==> src/rtl/ibto_pkg.sv <==
// Purpose: Shared constants for the bus idle timeout block.
// Assumes: Registers are reached over a plain address/strobe port.
// Notes: Offsets are word indices times four.
package ibto_pkg;
   localparam int unsigned ADDR_W = 8;
   localparam int unsigned DATA_W = 32;
   localparam logic [7:0] OFF_CTRL = 8'h00;
   localparam logic [7:0] OFF_STATUS = 8'h04;
   localparam logic [7:0] OFF_IRQ_FLAGS = 8'h08;
   localparam logic [7:0] OFF_IRQ_MASK = 8'h0c;
   localparam logic [7:0] OFF_CMD = 8'h10;
   localparam int unsigned CTRL_GO_IDLE_BIT = 15;
   localparam int unsigned CTRL_SEL_LSB = 12;
   localparam int unsigned CTRL_SEL_MSB = 13;
   localparam logic [31:0] CTRL_RESET = 32'h0000_0000;
   localparam logic [31:0] CTRL_WMASK = 32'h0000_b000;
   localparam int unsigned IRQ_TIMEOUT_BIT = 0;
   localparam int unsigned IRQ_ABORT_BIT = 1;
   localparam int unsigned IRQ_W = 2;
   localparam int unsigned CMD_ABORT_BIT = 0;
   localparam int unsigned CNT_W = 8;
   localparam logic [7:0] TIMEOUT_SHORT = 8'd40;
   localparam logic [7:0] TIMEOUT_MEDIUM = 8'd80;
   localparam logic [7:0] TIMEOUT_LONG = 8'd160;
   localparam logic [1:0] SEL_OFF = 2'h0;
   localparam logic [1:0] SEL_SHORT = 2'h1;
   localparam logic [1:0] SEL_MEDIUM = 2'h2;
   localparam logic [1:0] SEL_LONG = 2'h3;
   typedef enum logic [1:0] {
      IBTO_IDLE = 2'b00,
      IBTO_RUN = 2'b01,
      IBTO_STOPPED = 2'b11
   } ibto_state_t;
endpackage

==> src/rtl/ibto_top.sv <==
// Purpose: Bus idle timeout of an I2C controller with register port and interrupt.
// Assumes: bus_busy and presc_tick come from the engine on clk.
// Notes: SCL arrives from the pin and is synchronised here.
// Summary of operation
// - go-idle set plus timeout forces bus idle
// - while busy, SCL rising restarts timer
// - timer reaching selected count sets flag
// - flag set again each period SCL high
// - timeout active only while bus busy
// - go-idle set stops timeout after expiry
// - abort command stops the timeout
// - select 0 off, 1/2/3 give 40/80/160
//
// Local design decisions: the register offsets and strobed register access.
`default_nettype none
module ibto_top
   import ibto_pkg::*;
(
   // Clock and reset
   input wire logic clk,
   input wire logic nrst,
   // Register port
   input wire logic [ADDR_W-1:0] reg_addr,
   input wire logic [DATA_W-1:0] reg_wdata,
   input wire logic reg_wr,
   input wire logic reg_rd,
   output logic [DATA_W-1:0] reg_rdata,
   // Engine side
   input wire logic presc_tick,
   input wire logic bus_busy,
   input wire logic scl_in,
   output logic force_idle,
   output logic abort_cmd,
   // Interrupt
   output logic irq
);
   logic scl_s;
   logic scl_prev_q;
   logic [DATA_W-1:0] ctrl_q;
   logic [IRQ_W-1:0] flags_q;
   logic [IRQ_W-1:0] mask_q;
   logic [IRQ_W-1:0] flags_d;
   logic [IRQ_W-1:0] set_ev;
   logic [DATA_W-1:0] rd_mux;
   ibto_state_t state_q;
   ibto_state_t state_d;
   logic go_idle_en;
   logic [1:0] sel;
   logic [CNT_W-1:0] limit;
   logic timer_run;
   logic scl_rise;
   logic expire;
   logic wr_ctrl;
   logic wr_flags;
   logic wr_mask;
   logic wr_abort;

   function automatic logic [CNT_W-1:0] sel_limit(input logic [1:0] s);
      case (s)
         SEL_SHORT: sel_limit = TIMEOUT_SHORT;
         SEL_MEDIUM: sel_limit = TIMEOUT_MEDIUM;
         SEL_LONG: sel_limit = TIMEOUT_LONG;
         default: sel_limit = '0;
      endcase
   endfunction

   ibto_sync u_scl_sync (
      .clk(clk),
      .nrst(nrst),
      .async_in(scl_in),
      .sync_out(scl_s)
   );

   assign wr_ctrl = reg_wr && (reg_addr == OFF_CTRL);
   assign wr_flags = reg_wr && (reg_addr == OFF_IRQ_FLAGS);
   assign wr_mask = reg_wr && (reg_addr == OFF_IRQ_MASK);
   assign wr_abort = reg_wr && (reg_addr == OFF_CMD) && reg_wdata[CMD_ABORT_BIT];
   assign go_idle_en = ctrl_q[CTRL_GO_IDLE_BIT];
   assign sel = ctrl_q[CTRL_SEL_MSB:CTRL_SEL_LSB];
   assign limit = sel_limit(sel);
   assign scl_rise = scl_s && !scl_prev_q;
   // Timer only counts while SCL is high and the timeout is armed.
   assign timer_run = (state_q == IBTO_RUN) && bus_busy && (sel != SEL_OFF) && scl_s;

   ibto_timer #(
      .W(CNT_W)
   ) u_timer (
      .clk(clk),
      .nrst(nrst),
      .run(timer_run),
      .clear(scl_rise),
      .tick(presc_tick),
      .limit(limit),
      .expire(expire)
   );

   always_comb begin
      state_d = state_q;
      case (state_q)
         IBTO_IDLE: begin
            if (bus_busy) state_d = IBTO_RUN;
         end
         IBTO_RUN: begin
            if (!bus_busy) state_d = IBTO_IDLE;
            else if (wr_abort) state_d = IBTO_STOPPED;
            else if (expire && go_idle_en) state_d = IBTO_STOPPED;
         end
         IBTO_STOPPED: begin
            if (!bus_busy) state_d = IBTO_IDLE;
         end
         default: state_d = IBTO_IDLE;
      endcase
   end

   // Flags: hardware set wins over a write-one clear in the same cycle.
   assign set_ev[IRQ_TIMEOUT_BIT] = expire;
   assign set_ev[IRQ_ABORT_BIT] = wr_abort;
   assign flags_d = (flags_q & ~(wr_flags ? reg_wdata[IRQ_W-1:0] : '0)) | set_ev;

   always_comb begin
      case (reg_addr)
         OFF_CTRL: rd_mux = ctrl_q;
         OFF_STATUS: rd_mux = {{(DATA_W-4){1'b0}}, scl_s, bus_busy, state_q};
         OFF_IRQ_FLAGS: rd_mux = {{(DATA_W-IRQ_W){1'b0}}, flags_q};
         OFF_IRQ_MASK: rd_mux = {{(DATA_W-IRQ_W){1'b0}}, mask_q};
         default: rd_mux = '0;
      endcase
   end

   always_ff @(posedge clk) begin
      if (!nrst) begin
         ctrl_q <= CTRL_RESET;
         flags_q <= '0;
         mask_q <= '0;
         state_q <= IBTO_IDLE;
         scl_prev_q <= 1'b1;
         reg_rdata <= '0;
         force_idle <= 1'b0;
         abort_cmd <= 1'b0;
         irq <= 1'b0;
      end else begin
         if (wr_ctrl) ctrl_q <= reg_wdata & CTRL_WMASK;
         if (wr_mask) mask_q <= reg_wdata[IRQ_W-1:0];
         flags_q <= flags_d;
         state_q <= state_d;
         scl_prev_q <= scl_s;
         reg_rdata <= reg_rd ? rd_mux : '0;
         // Go idle only when enabled; otherwise bus state is left alone.
         force_idle <= expire && go_idle_en && (state_q == IBTO_RUN);
         abort_cmd <= wr_abort;
         irq <= |(flags_d & mask_q);
      end
   end
endmodule
`default_nettype wire

==> src/rtl/ibto_sync.sv <==
// Purpose: Two flip-flop synchroniser for one level.
// Assumes: Input is asynchronous to clk.
// Notes: The first stage feeds only the second.
`default_nettype none
module ibto_sync (
   // Clock and reset
   input wire logic clk,
   input wire logic nrst,
   // Level
   input wire logic async_in,
   output logic sync_out
);
   logic meta_q;
   always_ff @(posedge clk) begin
      // Reset to the released line level so that no false rising edge follows reset.
      if (!nrst) begin
         meta_q <= 1'b1;
         sync_out <= 1'b1;
      end else begin
         meta_q <= async_in;
         sync_out <= meta_q;
      end
   end
endmodule
`default_nettype wire

==> src/rtl/ibto_timer.sv <==
// Purpose: Idle timer counting prescaled ticks up to a selected limit.
// Assumes: tick is one clk cycle wide.
// Notes: Restarts on clear; wraps after each expiry.
`default_nettype none
module ibto_timer
   import ibto_pkg::*;
#(
   parameter int unsigned W = CNT_W
) (
   // Clock and reset
   input wire logic clk,
   input wire logic nrst,
   // Control
   input wire logic run,
   input wire logic clear,
   input wire logic tick,
   input wire logic [W-1:0] limit,
   // Result
   output logic expire
);
   logic [W-1:0] cnt_q;
   logic [W-1:0] cnt_d;
   logic hit;
   // The longest selectable limit needs at least eight counter bits.
   if (W < 8) begin : g_width_check
      $error("ibto_timer: width too small for the longest limit");
   end
   assign hit = run && tick && (cnt_q + W'(1) >= limit);
   assign cnt_d = (clear || !run || hit) ? '0 : (tick ? cnt_q + W'(1) : cnt_q);
   always_ff @(posedge clk) begin
      if (!nrst) begin
         cnt_q <= '0;
         expire <= 1'b0;
      end else begin
         cnt_q <= cnt_d;
         expire <= hit && !clear;
      end
   end
endmodule
`default_nettype wire

==> config.mk <==
export PLATFORM = sky130hd
export DESIGN_NAME = ibto_top
export DESIGN_NICKNAME = d
export VERILOG_FILES = /design/src/rtl/ibto_pkg.sv /design/src/rtl/ibto_top.sv /design/src/rtl/ibto_sync.sv /design/src/rtl/ibto_timer.sv
export SDC_FILE = /design/constraint.sdc
export NUM_CORES = 1
export LEC_CHECK = 0
export ABC_CLOCK_PERIOD_IN_PS = 5950
export BUFFER_PORTS_ARGS = -buffer_cell sky130_fd_sc_hd__buf_2
export CAP_MARGIN = 20
export CORE_MARGIN = 3
export CORE_UTILIZATION = 49
export DETAILED_ROUTE_END_ITERATION = 12
export HOLD_SLACK_MARGIN = 0.03
export PLACE_DENSITY = 0.83
export SLEW_MARGIN = 20
export SYNTH_ARGS = -nofsm -noshare
export SYNTH_HDL_FRONTEND = slang
export SYNTH_SLANG_ARGS = --single-unit
==> constraint.sdc <==
create_clock -name clk -period 5.95 [get_ports clk]
set_input_delay 0.595 -clock clk [delete_from_list [all_inputs] [get_ports clk]]
set_output_delay 0.595 -clock clk [all_outputs]
set_load 0.005 [all_outputs]
==> impl_results.md <==
- Core Area: around 3100 um^2
- Synth async-reset ratio: 0
- Fraction of layout cells with a size suffix above 1: 0.198
- #FFs+latches synth: 31
- CP required: 6.16 ns
- CP Capture Type: register
- HP Class: register to register
- Iteration-0 DRC Markers: 43
- Fill count: just under 300
- Synthesis-to-layout area growth: 8.88%
- Final net count: 270
- Top post-synthesis cells by area: dfxtp_1, buf_4, ha_1, xor2_1, nor3_1
- Crit path time final: around 2.3 ns
- Max-slew violations: 0
- Initial antenna violation count: 0
- Status: finished clean
- Yosys top cell area share: 0.379
- WL met2: between 1000 and 1500 um
- Worst-skew pair later-pin latency: approximately 0.32 ns
- Pwr per Cell Area: just over 200 nW/um^2
- Max cap viols: 0
- Leak: 0.000753 uW
- Distinct cells, synth: 34
- Register Area: roughly 620 um^2
- Die area: just over 4000 um^2
- Die Wd: about 64 um
- Peak Freq: about 430 MHz
- WL final: slightly below 3000 um
- Final setup fails: 0
- I/O Buffers: 29
- Clk slew on worst S/H paths: 0.10 ns
- Worst EP arrival: 2.53 ns
- Hold_ws: ~0.42 ns
- First-pass GRT wire length: approximately 4900 um
- GRT Total Usage: 0.155
- Hpwl dp: approximately 2200 um
- Root buffer cell: clkbuf_4
- Register area share after synthesis: 0.379
- Final hold violations: 0
- Worst-case vdd ir drop: ~120 uV
- Top cells by count, synth: dfxtp_1, buf_4, nand2_1, nor3_1
- Number of synthesized flops with an enable pin: 0
- Clk_skew: around 0.012 ns
- Total chip power: ~370 uW
- H-tree depth: 2
- Setup TNS: 0 ns
- Syn Area/Cell: 8.70 um^2
- Critical path startpoint category: register
- RD Place Congestion: slightly below 0.9
- Post-synth top flop: dfxtp_1
- Clock Sink Count: 31
- Total gr overflow: 0
- Yosys warns: 0
- CTS hold repair buffers: 0
- Synthesized cell area: 1640 um^2
- Post-route ant nets: 0
- Met3 wire length: between 150 and 200 um
- Worst slew margin: 0.576
- Crit share post-route: 0.389
- Antenna diodes: 0
- Crit path max fanout: 9
- Highest Signal Layer: met4
- Vias in the first global route: between 1000 and 1500
- Total number of vias: between 1000 and 1500
- Top Ports: between 80 and 90
- Area of the multi-input gates: about 900 um^2
- Std-Cell Rows: 20
- Post-route cell area: between 1500 and 2000 um^2
- Post-synthesis cell count: between 150 and 200
- Crit Path Class: register to register
- Post-CTS Setup Inserts: 0
- Top-count cell post-synth: dfxtp_1
- Synth area leader: dfxtp_1
- DRC viols: 0
- Number of vias per cell: 4.91
- DR pass1 iterations: 4
- Routed length per instance: 11.0 um
- Initial Util: 0.523
- Pin count of the biggest net entering global routing: 22
- Chip height: around 64 um
- Worst slew pin tran: 0.633 ns
- RSZ-0062 raised after global routing: false
- CTS buffer count: 5
- TritonCTS clock tree: yes
- Post-CTS Resized: 0
- Met1 wire length: 1380 um
- DP Area: roughly 1700 um^2
- Clock buffer depth: 2
## per-layer routing
| layer | GRT usage | up-vias |
|---|---|---|
| met5 | 0 | - |
| met4 | 0.0647 | 0 |
| met3 | 0.0562 | 2 |
| met2 | 0.233 | 42 |
| met1 | 0.200 | 575 |
| li1 | - | 662 |
## flip-flops by register name (all words and copies together) (netlist names)
name / count
flags_q: 2
ctrl_q: 3
scl_prev_q: 1
u_scl_sync.sync_out: 1
u_timer.cnt_q: 8
reg_rdata: 7
abort_cmd: 1
force_idle: 1
mask_q: 2
irq: 1
state_q: 2
u_scl_sync.meta_q: 1
u_timer.expire: 1
## metrics by stage
step / setup WS, ns / instances / util
after floorplan: 3.82 / 212 / -
after global placement: 3.74 / 253 / 0.547
after detailed placement: 3.69 / 253 / 0.547
after CTS: 3.63 / 261 / 0.569
after global routing: 3.37 / 261 / 0.569
final: 3.64 / 261 / 0.569
## where the power goes
part | leakage (uW) | internal [uW] | switching, uW
Clock | 0.0000386 | 69.5 | 66.6
Sequential | 0.000250 | 209 | 0.929
Combinational | 0.000464 | 8.24 | 13.8
## cells by family after synthesis
| family | Yosys count | synth area share |
|---|---|---|
| flops | 31 | 0.379 |
| fa+ha+maj | 7 | 0.0536 |
| other cells | 1 | 0.00229 |
| simple gates | 78 | 0.262 |
| xor+xnor | 13 | 0.0696 |
| mux | 3 | 0.0199 |
| buf+inv | 35 | 0.138 |
| compound gates | 20 | 0.0750 |
## area by class of cell
type,instances,share of cell area
multi-input combinational,146,0.494
sequential,31,0.349
clock buffer,8,0.0387
timing repair buffer,29,0.0815
tap,44,0.0309
inverter,3,0.00632
## placed cells by master, fill, tap and decap left out, drive strengths merged
master / netlist / final
o22ai: 1 / 1
ha: 7 / 7
nor3: 13 / 13
o21ai: 8 / 8
dfxtp: 31 / 31
and2: 6 / 6
nand2: 16 / 16
nor2b: 4 / 4
a21boi: 1 / 1
buf: 25 / 29
a22o: 1 / 1
nor4: 5 / 5
o21bai: 1 / 1
clkbuf: 7 / 8
o211ai: 1 / 1
or3b: 1 / 1
conb: 1 / 25
xor2: 8 / 8
a22oi: 2 / 2
a211oi: 2 / 2
nand2b: 3 / 3
nand3: 10 / 10
nor2: 10 / 10
or4: 2 / 2
a21oi: 3 / 3
mux2: 2 / 2
inv: 3 / 3
xnor2: 5 / 5
nor4bb: 1 / 1
mux2i: 1 / 1
nand4: 4 / 4
nand4b: 3 / 3
## path summary, 6_finish.rpt
| check | start | end | slack (ns) | cells past startpoint |
|---|---|---|---|---|
| max reg2reg | u_timer.cnt_q[0] | u_timer.expire | 3.64 | 9 |
| min reg2reg | u_scl_sync.meta_q | u_scl_sync.sync_out | 0.42 | 1 |
| min | u_scl_sync.meta_q | u_scl_sync.sync_out | 0.42 | 1 |
| max | u_timer.cnt_q[0] | u_timer.expire | 3.64 | 9 |
## worst max-delay path, cell delays in order, from the launching register on
cell	delay, ns
dfxtp_1	0.43
ha_1	0.26
nand3_1	0.14
nor2_1	0.17
xor2_1	0.20
ha_1	0.27
o21ai_0	0.17
o21bai_1	0.08
a22o_1	0.29
and2_1	0.19
No activity file was read; power rests on OpenSTA's default activity.
